`config.mk`:
```
export PLATFORM = sky130hd
export DESIGN_NAME = tcb_counter
export DESIGN_NICKNAME = d
export VERILOG_FILES = /design/src/include/tcb_pkg.sv /design/src/include/tcb_tick_if.sv /design/src/logic/tcb_clksel.sv /design/src/logic/tcb_counter.sv
export SDC_FILE = /design/constraint.sdc
export NUM_CORES = 1
export LEC_CHECK = 0
export BUFFER_PORTS_ARGS = -buffer_cell sky130_fd_sc_hd__buf_4
export CELL_PAD_IN_SITES_DETAIL_PLACEMENT = 0
export CELL_PAD_IN_SITES_GLOBAL_PLACEMENT = 1
export CORE_ASPECT_RATIO = 0.8
export CORE_MARGIN = 2
export CORE_UTILIZATION = 53
export CTS_CLUSTER_DIAMETER = 200
export CTS_CLUSTER_SIZE = 16
export DETAILED_ROUTE_END_ITERATION = 12
export PLACE_DENSITY_LB_ADDON = 0.25
export REMOVE_ABC_BUFFERS = 1
export SYNTH_ARGS = -nofsm -noshare
export SYNTH_HDL_FRONTEND = slang
export SYNTH_SLANG_ARGS = --single-unit
```
`constraint.sdc`:
```
create_clock -name core_clk -period 10 [get_ports core_clk]
set_clock_uncertainty 0.05 [all_clocks]
set_input_delay 0.5 -clock core_clk [delete_from_list [all_inputs] [get_ports core_clk]]
set_output_delay 0.5 -clock core_clk [all_outputs]
set_load 0.01 [all_outputs]
```
`src/include/tcb_pkg.sv`:
```
package tcb_pkg;

	// ------------------------------------------------------------
	// Register locations on the 8-bit processor data bus.
	// ------------------------------------------------------------
	localparam int unsigned ADDR_W        = 8;
	localparam int unsigned DATA_W        = 8;
	localparam logic [7:0]  ADDR_CTRL_A   = 8'h00;
	localparam logic [7:0]  ADDR_CTRL_B   = 8'h01;
	localparam logic [7:0]  ADDR_FLAG     = 8'h02;
	localparam logic [7:0]  ADDR_MASK     = 8'h03;
	localparam logic [7:0]  ADDR_CNT_LO   = 8'h04;
	localparam logic [7:0]  ADDR_CNT_HI   = 8'h05;
	localparam logic [7:0]  ADDR_CAP_LO   = 8'h06;
	localparam logic [7:0]  ADDR_CAP_HI   = 8'h07;
	localparam logic [7:0]  ADDR_CMPA_LO  = 8'h08;
	localparam logic [7:0]  ADDR_CMPA_HI  = 8'h09;
	localparam logic [7:0]  ADDR_CMPB_LO  = 8'h0a;
	localparam logic [7:0]  ADDR_CMPB_HI  = 8'h0b;

	// ------------------------------------------------------------
	// Field positions and reset values.
	// ------------------------------------------------------------
	localparam int unsigned WGM_A_LSB     = 0;
	localparam int unsigned WGM_B_LSB     = 3;
	localparam int unsigned CS_LSB        = 0;
	localparam int unsigned OVF_BIT       = 0;
	localparam logic [7:0]  CTRL_RST      = 8'h00;
	localparam logic [7:0]  BYTE_RST      = 8'h00;
	localparam logic [15:0] WORD_RST      = 16'h0000;

	// ------------------------------------------------------------
	// Count limits.
	// ------------------------------------------------------------
	localparam logic [15:0] BOTTOM_VAL    = 16'h0000;
	localparam logic [15:0] MAX_VAL       = 16'hffff;
	localparam logic [15:0] TOP8_VAL      = 16'h00ff;
	localparam logic [15:0] TOP9_VAL      = 16'h01ff;
	localparam logic [15:0] TOP10_VAL     = 16'h03ff;

	// ------------------------------------------------------------
	// Clock source codes and prescaler taps.
	// ------------------------------------------------------------
	localparam int unsigned PRE_W         = 10;
	localparam logic [2:0]  CS_STOP       = 3'h0;
	localparam logic [2:0]  CS_DIV1       = 3'h1;
	localparam logic [2:0]  CS_DIV8       = 3'h2;
	localparam logic [2:0]  CS_DIV64      = 3'h3;
	localparam logic [2:0]  CS_DIV256     = 3'h4;
	localparam logic [2:0]  CS_DIV1024    = 3'h5;
	localparam logic [2:0]  CS_EXT_FALL   = 3'h6;
	localparam logic [9:0]  PRE_DIV8_M    = 10'h007;
	localparam logic [9:0]  PRE_DIV64_M   = 10'h03f;
	localparam logic [9:0]  PRE_DIV256_M  = 10'h0ff;
	localparam logic [9:0]  PRE_DIV1024_M = 10'h3ff;
	localparam logic [9:0]  PRE_RST       = 10'h000;

	typedef enum logic [2:0] {TOP_MAX, TOP_8, TOP_9, TOP_10, TOP_CMPA, TOP_CAP} tcb_top_type;
	typedef enum logic {DIR_UP, DIR_DOWN} tcb_dir_type;

	// Which limit ends the count sequence in each waveform mode.
	function automatic tcb_top_type wgm_top(input logic [3:0] m);
		case (m)
			4'h1, 4'h5:               wgm_top = TOP_8;
			4'h2, 4'h6:               wgm_top = TOP_9;
			4'h3, 4'h7:               wgm_top = TOP_10;
			4'h4, 4'h9, 4'hb, 4'hf:   wgm_top = TOP_CMPA;
			4'h8, 4'ha, 4'hc, 4'he:   wgm_top = TOP_CAP;
			default:                  wgm_top = TOP_MAX;
		endcase
	endfunction

	// Modes that count up to the limit and back down to zero.
	function automatic logic wgm_updown(input logic [3:0] m);
		return m inside {4'h1, 4'h2, 4'h3, 4'h8, 4'h9, 4'ha, 4'hb};
	endfunction

endpackage

```
`src/include/tcb_tick_if.sv`:
```
`timescale 1ns/1ps

interface tcb_tick_if;
	logic [2:0] sel;
	logic       tick;

	modport core (output sel, input tick);
	modport gen  (input sel, output tick);
endinterface

```
`src/logic/tcb_clksel.sv`:
```
`timescale 1ns/1ps

module tcb_clksel
	import tcb_pkg::*;
(
	input  wire logic  core_clk,
	input  wire logic  rstn,
	input  wire logic  ext_clk_pin,
	tcb_tick_if.gen    tif
);

	// ------------------------------------------------------------
	// Pin synchroniser and edge detection.
	// ------------------------------------------------------------
	logic             pin_meta;
	logic             pin_sync;
	logic             pin_last;
	logic [PRE_W-1:0] pre_cnt;
	logic             next_tick;

	always_ff @(posedge core_clk or negedge rstn) begin
		if (!rstn) begin
			pin_meta <= 1'b0;
			pin_sync <= 1'b0;
			pin_last <= 1'b0;
		end else begin
			pin_meta <= ext_clk_pin;
			pin_sync <= pin_meta;
			pin_last <= pin_sync;
		end
	end

	wire rise_seen = pin_sync && !pin_last;
	wire fall_seen = !pin_sync && pin_last;

	// ------------------------------------------------------------
	// Prescaler and source selection.
	// ------------------------------------------------------------
	always_ff @(posedge core_clk or negedge rstn) begin
		if (!rstn)
			pre_cnt <= PRE_RST;
		else
			pre_cnt <= pre_cnt + 1'b1;
	end

	always_comb begin
		case (tif.sel)
			CS_STOP:     next_tick = 1'b0;
			CS_DIV1:     next_tick = 1'b1;
			CS_DIV8:     next_tick = (pre_cnt & PRE_DIV8_M) == PRE_DIV8_M;
			CS_DIV64:    next_tick = (pre_cnt & PRE_DIV64_M) == PRE_DIV64_M;
			CS_DIV256:   next_tick = (pre_cnt & PRE_DIV256_M) == PRE_DIV256_M;
			CS_DIV1024:  next_tick = (pre_cnt & PRE_DIV1024_M) == PRE_DIV1024_M;
			CS_EXT_FALL: next_tick = fall_seen;
			default:     next_tick = rise_seen;
		endcase
	end

	always_ff @(posedge core_clk or negedge rstn) begin
		if (!rstn)
			tif.tick <= 1'b0;
		else
			tif.tick <= next_tick && (tif.sel != CS_STOP);
	end

endmodule // tcb_clksel

```
`src/logic/tcb_counter.sv`:
```
`timescale 1ns/1ps

// Overview of operation
// - The 16-bit up/down count appears as separate upper and lower byte locations.
// - Every upper-byte write, and every count or capture upper-byte read, touches only the shared holding latch.
// - A lower-byte read copies the count's upper byte into the latch that cycle.
// - A lower-byte write loads latch and written byte into the count together.
// - One latch serves all 16-bit registers, so interleaved accesses corrupt each other.
// - The latch keeps its value after a lower-byte write, allowing reuse.
// - The three-bit source field picks an internal divided or external pin tick.
// - Source field zero stops ticks and the count holds.
// - The count is readable and writable whether ticks run or not.
// - A processor write to the count beats any same-cycle clear or step.
// - Each tick clears, increments or decrements the count per mode and direction.
// - The four-bit waveform mode, split over both control registers, picks the sequence.
// - Ceiling indication at the sequence limit, floor indication at zero.
// - Overflow flag sets at a mode-dependent point and can request an interrupt.
// - Compare register reads return both bytes directly, leaving the latch alone.
// - The floor is 0x0000 and the maximum is 0xffff.

module tcb_counter
	import tcb_pkg::*;
(
	input  wire logic              core_clk,
	input  wire logic              rstn,
	input  wire logic [ADDR_W-1:0] bus_addr,
	input  wire logic              bus_wr,
	input  wire logic              bus_rd,
	input  wire logic [DATA_W-1:0] bus_wdata,
	output logic      [DATA_W-1:0] bus_rdata,
	input  wire logic              ext_clk_pin,
	output logic                   top_ind,
	output logic                   bottom_ind,
	output logic                   ovf_irq
);

	// ------------------------------------------------------------
	// State.
	// ------------------------------------------------------------
	logic [15:0]  timer_count;
	logic [7:0]   hold_latch;
	logic [15:0]  capture_value_reg;
	logic [15:0]  compare_a;
	logic [15:0]  compare_b;
	logic [7:0]   timer_control_a;
	logic [7:0]   timer_control_b;
	logic         overflow_flag;
	logic         ovf_enable;
	tcb_dir_type  dir;

	tcb_tick_if tif ();

	tcb_clksel u_clksel (
		.core_clk    (core_clk),
		.rstn        (rstn),
		.ext_clk_pin (ext_clk_pin),
		.tif         (tif)
	);

	// ------------------------------------------------------------
	// Address decode.
	// ------------------------------------------------------------
	wire wr_cnt_lo  = bus_wr && bus_addr == ADDR_CNT_LO;
	wire wr_cap_lo  = bus_wr && bus_addr == ADDR_CAP_LO;
	wire wr_cmpa_lo = bus_wr && bus_addr == ADDR_CMPA_LO;
	wire wr_cmpb_lo = bus_wr && bus_addr == ADDR_CMPB_LO;
	wire wr_ctrl_a  = bus_wr && bus_addr == ADDR_CTRL_A;
	wire wr_ctrl_b  = bus_wr && bus_addr == ADDR_CTRL_B;
	wire wr_flag    = bus_wr && bus_addr == ADDR_FLAG;
	wire wr_mask    = bus_wr && bus_addr == ADDR_MASK;
	wire wr_hi      = bus_wr && (bus_addr == ADDR_CNT_HI || bus_addr == ADDR_CAP_HI ||
	                             bus_addr == ADDR_CMPA_HI || bus_addr == ADDR_CMPB_HI);
	wire rd_cnt_lo  = bus_rd && bus_addr == ADDR_CNT_LO;
	wire rd_cap_lo  = bus_rd && bus_addr == ADDR_CAP_LO;

	// ------------------------------------------------------------
	// Mode decode and limits.
	// ------------------------------------------------------------
	wire [3:0] waveform_mode_field = {timer_control_b[WGM_B_LSB +: 2],
	                                  timer_control_a[WGM_A_LSB +: 2]};
	wire tcb_top_type top_sel = wgm_top(waveform_mode_field);
	wire updown  = wgm_updown(waveform_mode_field);

	assign tif.sel = timer_control_b[CS_LSB +: 3];

	wire [15:0] top_val = (top_sel == TOP_8)    ? TOP8_VAL :
	                      (top_sel == TOP_9)    ? TOP9_VAL :
	                      (top_sel == TOP_10)   ? TOP10_VAL :
	                      (top_sel == TOP_CMPA) ? compare_a :
	                      (top_sel == TOP_CAP)  ? capture_value_reg : MAX_VAL;
	wire at_top    = timer_count == top_val;
	wire at_bottom = timer_count == BOTTOM_VAL;

	// ------------------------------------------------------------
	// Counting.
	// ------------------------------------------------------------
	wire step = tif.tick;
	wire up_clear  = !updown && at_top;
	wire turn_down = updown && dir == DIR_UP && at_top;
	wire turn_up   = updown && dir == DIR_DOWN && at_bottom;
	wire go_down   = updown && ((dir == DIR_DOWN && !at_bottom) || turn_down);

	wire [15:0] count_step = up_clear ? BOTTOM_VAL :
	                         go_down  ? timer_count - 16'h0001 :
	                                    timer_count + 16'h0001;
	wire [15:0] next_count = wr_cnt_lo ? {hold_latch, bus_wdata} :
	                         step      ? count_step : timer_count;
	wire tcb_dir_type next_dir = tcb_dir_type'(!updown   ? DIR_UP :
	                             !step || wr_cnt_lo ? dir :
	                             turn_down ? DIR_DOWN :
	                             turn_up   ? DIR_UP : dir);
	wire ovf_event = step && !wr_cnt_lo && (up_clear || turn_up);

	always_ff @(posedge core_clk or negedge rstn) begin
		if (!rstn) begin
			timer_count <= WORD_RST;
			dir         <= DIR_UP;
		end else begin
			timer_count <= next_count;
			dir         <= next_dir;
		end
	end

	// ------------------------------------------------------------
	// Shared holding latch and 16-bit registers.
	// ------------------------------------------------------------
	wire [7:0] next_latch = wr_hi     ? bus_wdata :
	                        rd_cnt_lo ? timer_count[15:8] :
	                        rd_cap_lo ? capture_value_reg[15:8] :
	                                    hold_latch;
	wire [15:0] latched_word = {hold_latch, bus_wdata};

	always_ff @(posedge core_clk or negedge rstn) begin
		if (!rstn)
			hold_latch <= BYTE_RST;
		else
			hold_latch <= next_latch;
	end

	always_ff @(posedge core_clk or negedge rstn) begin
		if (!rstn) begin
			capture_value_reg <= WORD_RST;
			compare_a         <= WORD_RST;
			compare_b         <= WORD_RST;
		end else begin
			if (wr_cap_lo)
				capture_value_reg <= latched_word;
			if (wr_cmpa_lo)
				compare_a <= latched_word;
			if (wr_cmpb_lo)
				compare_b <= latched_word;
		end
	end

	// ------------------------------------------------------------
	// Control, flag and mask.
	// ------------------------------------------------------------
	wire next_flag = ovf_event ||
	                 (overflow_flag && !(wr_flag && bus_wdata[OVF_BIT]));
	wire next_mask = wr_mask ? bus_wdata[OVF_BIT] : ovf_enable;

	always_ff @(posedge core_clk or negedge rstn) begin
		if (!rstn) begin
			timer_control_a <= CTRL_RST;
			timer_control_b <= CTRL_RST;
			overflow_flag   <= 1'b0;
			ovf_enable      <= 1'b0;
		end else begin
			if (wr_ctrl_a)
				timer_control_a <= bus_wdata;
			if (wr_ctrl_b)
				timer_control_b <= bus_wdata;
			overflow_flag <= next_flag;
			ovf_enable    <= next_mask;
		end
	end

	// ------------------------------------------------------------
	// Read data and indications.
	// ------------------------------------------------------------
	wire [7:0] rd_mux =
		(bus_addr == ADDR_CTRL_A)  ? timer_control_a :
		(bus_addr == ADDR_CTRL_B)  ? timer_control_b :
		(bus_addr == ADDR_FLAG)    ? {7'h00, overflow_flag} :
		(bus_addr == ADDR_MASK)    ? {7'h00, ovf_enable} :
		(bus_addr == ADDR_CNT_LO)  ? timer_count[7:0] :
		(bus_addr == ADDR_CAP_LO)  ? capture_value_reg[7:0] :
		(bus_addr == ADDR_CMPA_LO) ? compare_a[7:0] :
		(bus_addr == ADDR_CMPA_HI) ? compare_a[15:8] :
		(bus_addr == ADDR_CMPB_LO) ? compare_b[7:0] :
		(bus_addr == ADDR_CMPB_HI) ? compare_b[15:8] :
		(bus_addr == ADDR_CNT_HI || bus_addr == ADDR_CAP_HI) ? hold_latch :
		8'h00;

	always_ff @(posedge core_clk or negedge rstn) begin
		if (!rstn) begin
			bus_rdata  <= BYTE_RST;
			top_ind    <= 1'b0;
			bottom_ind <= 1'b1;
			ovf_irq    <= 1'b0;
		end else begin
			if (bus_rd)
				bus_rdata <= rd_mux;
			top_ind    <= next_count == top_val;
			bottom_ind <= next_count == BOTTOM_VAL;
			ovf_irq    <= next_flag && next_mask;
		end
	end
endmodule // tcb_counter

```
==> results of run 1 <==
==> per-stage QoR <==
step	cells	total power [mW]
floorplan	709	0.823
global placement	921	0.965
detailed placement	921	0.969
CTS	953	1.54
global route	953	1.62
finish	954	1.55
==> logic make-up (layout without fill, tap and decap cells) <==
kind of cell	after synthesis	in the layout	synth area share, %
compound gates	214	214	20.3
xor+xnor	42	42	5.04
fa+ha+maj	17	17	3.02
buf+inv	64	85	3.70
flops	116	116	39.8
mux	73	73	11.1
other cells	0	1	0
simple gates	226	226	17.1
==> layout make-up <==
class,count,share of cell area (%)
Multi-Input combinational cell,572,50.7
Sequential cell,116,35.7
Clock buffer,18,5.40
Timing Repair Buffer,32,2.95
Tap cell,180,2.77
Clock inverter,14,1.43
Inverter,21,0.969
Antenna cell,1,0.0308
==> worst paths after layout <==
| kind | cells past startpoint | slack (ps) | end |
|---|---|---|---|
| max in group asynchronous | 2 | 8560 | capture_value_reg[15] |
| worst max-delay path | 19 | 2210 | top_ind |
| worst min register to register | 0 | 310 | u_clksel.pin_sync |
| worst max register to register | 19 | 2210 | top_ind |
| min in group core_clk | 1 | 140 | u_clksel.pin_meta |
| worst min-delay path | 1 | 80 | timer_control_a[5] |
==> placed cells by master, fill, tap and decap left out, drive strengths merged, types with 9 or more instances in the layout <==
cell type / instances
a21oi: 51
a22oi: 22
a31oi: 16
and3: 12
buf: 32
clkbuf: 18
dfrtp: 115
ha: 16
inv: 28
mux2: 64
mux2i: 9
nand2: 46
nand2b: 13
nand3: 15
nor2: 51
nor2b: 10
nor3: 18
o21ai: 34
o22ai: 13
o31ai: 12
xnor2: 26
xor2: 16
==> critical path, cell delays in order (launching register included) <==
cell and delay (ps):
dfrtp_1 1080, nand3_1 490, o22ai_1 570, o2111a_1 270, nand4_2 140, or4_4 500
mux2_2 300, nor3_2 850, ha_1 450, a21oi_1 180, nor2b_1 80, a311oi_1 690
nor3_1 160, a2111oi_0 530, xnor2_1 190, and3b_1 200, o31ai_1 220, nand3_1 90
or3_1 340, a2111oi_2 290
==> power groups by stage <==
stage | combinational [mW] | clock (mW) | sequential (mW)
after global placement | 0.351 | 0 | 0.615
after CTS | 0.357 | 0.579 | 0.607
after global routing | 0.404 | 0.602 | 0.615
final | 0.367 | 0.575 | 0.611
after detailed placement | 0.354 | 0 | 0.615
after floorplan | 0.254 | 0 | 0.569
==> per-layer routing <==
layer / wire length (µm) / up-vias / GRT usage, % / share of wire (%)
met5: 0 / - / 0 / 0
met4: 527 / 0 / 11.2 / 2.4
met3: 2490 / 56 / 9.21 / 11
met2: 9690 / 379 / 47.6 / 43
met1: 9720 / 3136 / 45.5 / 43
li1: - / 2847 / - / -
==> cell usage after synthesis, drive strengths merged (9+ instances only) <==
cell type / instances
dfrtp: 115
mux2: 64
a21oi: 51
nor2: 51
nand2: 46
o21ai: 34
clkbuf: 29
xnor2: 26
a22oi: 22
inv: 21
nor3: 18
a31oi: 16
ha: 16
xor2: 16
nand3: 15
buf: 14
nand2b: 13
o22ai: 13
and3: 12
o31ai: 12
nor2b: 10
mux2i: 9
==> metrics.txt, run 1 <==
outcome complete, no violations; largest net degree at the start of global routing 63; setup_tns 0 ps; Clk Latency, worst-skew pair 420 ps; CTS Sinks 116; Slew Limit Headroom 24.3%; synthesis-to-finish area growth 11.5%; actual slew at the worst max-slew pin 1130 ps; reg2reg start timer_control_a[0]; CP Capture Type register; share of cells above drive strength 1 20.1%; CP startpoint timer_control_a[0]; CTS tree done; Starting Density 54.0%; Final Cycle Share 77.9%; via/cell ratio 6.73; multi-input logic area 4130 µm²; share of the synthesized area in the top cell type 39.4%; Synth area leader dfrtp_1; synth warn 0; RSZ-0062 raised after global routing no; DRT Pass-1 Iters 7; Sequential Area 2900 µm²; core footprint 13,500 µm²; Die Ht 109 µm; switch share 36.1%; Placement Rows 38; fillcell total 1,131; Post-route DRC 0; fin. max-slew vios 0; first-pass GRT wire length 35,300 µm; WP data required 10,260 ps; clock buffer count from CTS 17; Post-synth EDFFs 0; antenna-violating nets left 0; clk slew on worst S/H paths 60 ps; kind of critical path register to register; Hold Slack 77.7 ps; Final min period 7790 ps; Longest Clk Path Bufs 2; Final #Nets 798; total wire length 22,400 µm; Vias 6,418; Final Hold Viols 0; Post-CTS Setup Bufs 0; post-DP HPWL 16,100 µm; Post-Layout Inst Area 8130 µm²; critical path data arrival time 8060 ps; pre-CTS setup slack 2510 ps; final core occ 60.2%; H-tree depth 4; Die ar. 14,700 µm²; io pins 32; DIE WIDTH 135 µm; Post-synth ARST share 100%; register area share after synthesis 39.8%; endpoints failing setup 0; worst setup slack after layout 2210 ps; #FFs+latches synth 116; PostCTS Resize Cnt 0; dominant synthesized flop cell dfrtp_1; first-iteration detailed-routing DRC count 814; critical path fanouts, max 37; number of global-route vias before repair 6,168; Power Density 191 nW/µm²; Sw Pwr 0.561 mW; Area contributors post-synth dfrtp_1 39%, mux2_2 9.9%, a21oi_1 3.4%, xnor2_1 3.1%, ha_1 2.7%; drt wl/cell 23.5 µm; Placed Instance Area 7570 µm²; Fmax 128 MHz; leakage 3.59 nW; CTS root buffer clkbuf_16; Min-Delay Path Class primary input to asynchronous set/reset pin; placer's final routability congestion estimate 0.992; Hold-fix buffers, CTS 0; maxcap violations 0; Total Routing Usage GR 32.2%; Gate power share 23.6%; Port Buffers 31; Synth cell types 76; Cell Area, Synth 7300 µm²; average size of a mapped cell 9.70 µm²; Flop pwr share 39.4%; Critical Path Start Type register; clock share of power 37.0%; Peak supply drop 126 µV; Congestion Overflow GR 0; Pint 0.991 mW; cell count after synthesis 752; initial antenna violation count 2
(Power assumes the default switching activity.)
==> run 2: changes to the inputs <==
--- a/config.mk
+++ b/config.mk
@@ -10,7 +10,7 @@
 export CELL_PAD_IN_SITES_GLOBAL_PLACEMENT = 1
 export CORE_ASPECT_RATIO = 0.8
 export CORE_MARGIN = 2
-export CORE_UTILIZATION = 53
+export CORE_UTILIZATION = 49
 export CTS_CLUSTER_DIAMETER = 200
 export CTS_CLUSTER_SIZE = 16
 export DETAILED_ROUTE_END_ITERATION = 12
==> constraint.sdc (replaced) <==
create_clock -name core_clk -period 7.7 [get_ports core_clk]
set_clock_uncertainty 0.05 [all_clocks]
set_input_delay 0.385 -clock core_clk [delete_from_list [all_inputs] [get_ports core_clk]]
set_output_delay 0.385 -clock core_clk [all_outputs]
set_load 0.01 [all_outputs]
==> metrics.txt, run 2 (synthesis gave the netlist of run 1 again) <==
Power Density 251 nW/µm²; share of cells above drive strength 1 20.5%; synthesis-to-finish area growth 12.2%; Min-Delay Startpoint ext_clk_pin; Final #Nets 802; CP Capture Type register; setup_tns 0 ps; crit path cell chain o21ai_0 -> a31oi_1 -> a21oi_1 -> a2111oi_2 -> nand4_2 -> or4_4 -> mux2_2 -> nor3_2 -> ha_1 -> a21oi_1 -> nor2b_1 -> a311oi_1 -> nor3_1 -> a2111oi_0 -> xnor2_1 -> and3b_1 -> o31ai_1 -> nand3_1 -> or3_1 -> a2111oi_2; total power 2.05 mW; Post-CTS Setup Bufs 0; WP data required 7970 ps; CTS root buffer clkbuf_16; io pins 32; RSZ-0062 raised after global routing no; Fmax 143 MHz; fillcell total 1,242; fin. max-slew vios 0; drt wl/cell 24.1 µm; Starting Density 50.7%; Die ar. 15,900 µm²; initial antenna violation count 0; endpoints failing setup 0; DIE WIDTH 140 µm; DRT Pass-1 Iters 6; actual slew at the worst max-slew pin 1180 ps; Total Routing Usage GR 30.3%; Longest Clk Path Bufs 2; maxcap violations 0; CP peak stage delay 910 ps; critical path data arrival time 7250 ps; largest net degree at the start of global routing 72; R2R cell count 20; total wire length 23,200 µm; first-pass GRT wire length 36,700 µm; critical path fanouts, max 28; outcome complete, no violations; Critical Path Slowest Stage Cell dfrtp_1; Sequential Area 2910 µm²; WHS Path Cells 1; family with the most delay on the worst path compound AO/OA/AOI/OAI gates; Post-route DRC 0; number of diodes 0; post-DP HPWL 16,700 µm; Slew Limit Headroom 20.5%; Port Buffers 31; CTS tree done; Final Cycle Share 90.7%; H-tree depth 4; Final Hold Viols 0; antenna-violating nets left 0; number of global-route vias before repair 6,159; Critical Path Start Type register; leakage 3.62 nW; CP Buf/Inv Count 0; first-iteration detailed-routing DRC count 686; clk slew on worst S/H paths 60 ps; Congestion Overflow GR 0; Min-Delay Path Class primary input to register; commonest non-fill, non-tap cell in the layout dfrtp_1; Placement Rows 39; Final min period 6990 ps; via/cell ratio 6.66; most frequent cells in the layout 114 x dfrtp_1, 64 x mux2_2, 50 x nor2_1; placer's final routability congestion estimate 0.948; CP startpoint timer_control_b[4]; core footprint 14,400 µm²; instance count on the critical path 20; Clk Latency, worst-skew pair 430 ps; clock buffer count from CTS 17; multi-input logic area 4130 µm²; Vias 6,403; CTS Sinks 116; kind of critical path register to register; reg2reg start timer_control_b[4]; Die Ht 113 µm; Peak supply drop 169 µV
==> run 2: final timing paths <==
check	end	slack (ps)
max	top_ind	710
min	u_clksel.pin_meta	10
max reg2reg	top_ind	710
min reg2reg	u_clksel.pin_sync	300
max in group asynchronous	timer_control_a[0]	5710
min in group asynchronous	u_clksel.pre_cnt[0]	450
==> run 2: area by class of cell <==
cell class	count	area share, %
tap	184	2.81
sequential	116	35.5
timing repair buffer	36	3.33
multi-input combinational	572	50.4
inverter	21	0.963
clock inverter	15	1.80
clock buffer	17	5.20
==> run 2: routing by layer <==
metal | vias up | GRT usage [%] | part of all wire [%]
met3 | 44 | 7.15 | 9.3
met4 | 0 | 8.69 | 2.0
li1 | 2856 | - | -
met5 | - | 0 | 0
met2 | 312 | 43.6 | 42
met1 | 3191 | 45.4 | 46
==> run 2: repair_timing <==
action                     in CTS  in global routing
hold buffers                    1                  0
setup endpoints to repair       0                  1
resized for setup               0                  1
hold endpoints to repair       45                  0
==> run 2: per-stage QoR <==
stage,std cells,worst slack (ps),hold slack [ps],util (%),instance area (µm²)
floorplan,709,935,39.4,-,7100
finish,961,712,14.5,56.9,8190
detailed placement,928,652,287,52.8,7600
CTS,961,573,12.3,56.9,8190
global route,961,95.6,1.60,56.9,8190
global placement,928,837,284,52.8,7600
==> run 2: report_power, final <==
part,leakage [nW],internal (mW),total (mW),switching [mW]
Clock,0.273,0.451,0.772,0.321
Sequential,1.55,0.663,0.780,0.117
Combinational,1.80,0.201,0.502,0.301
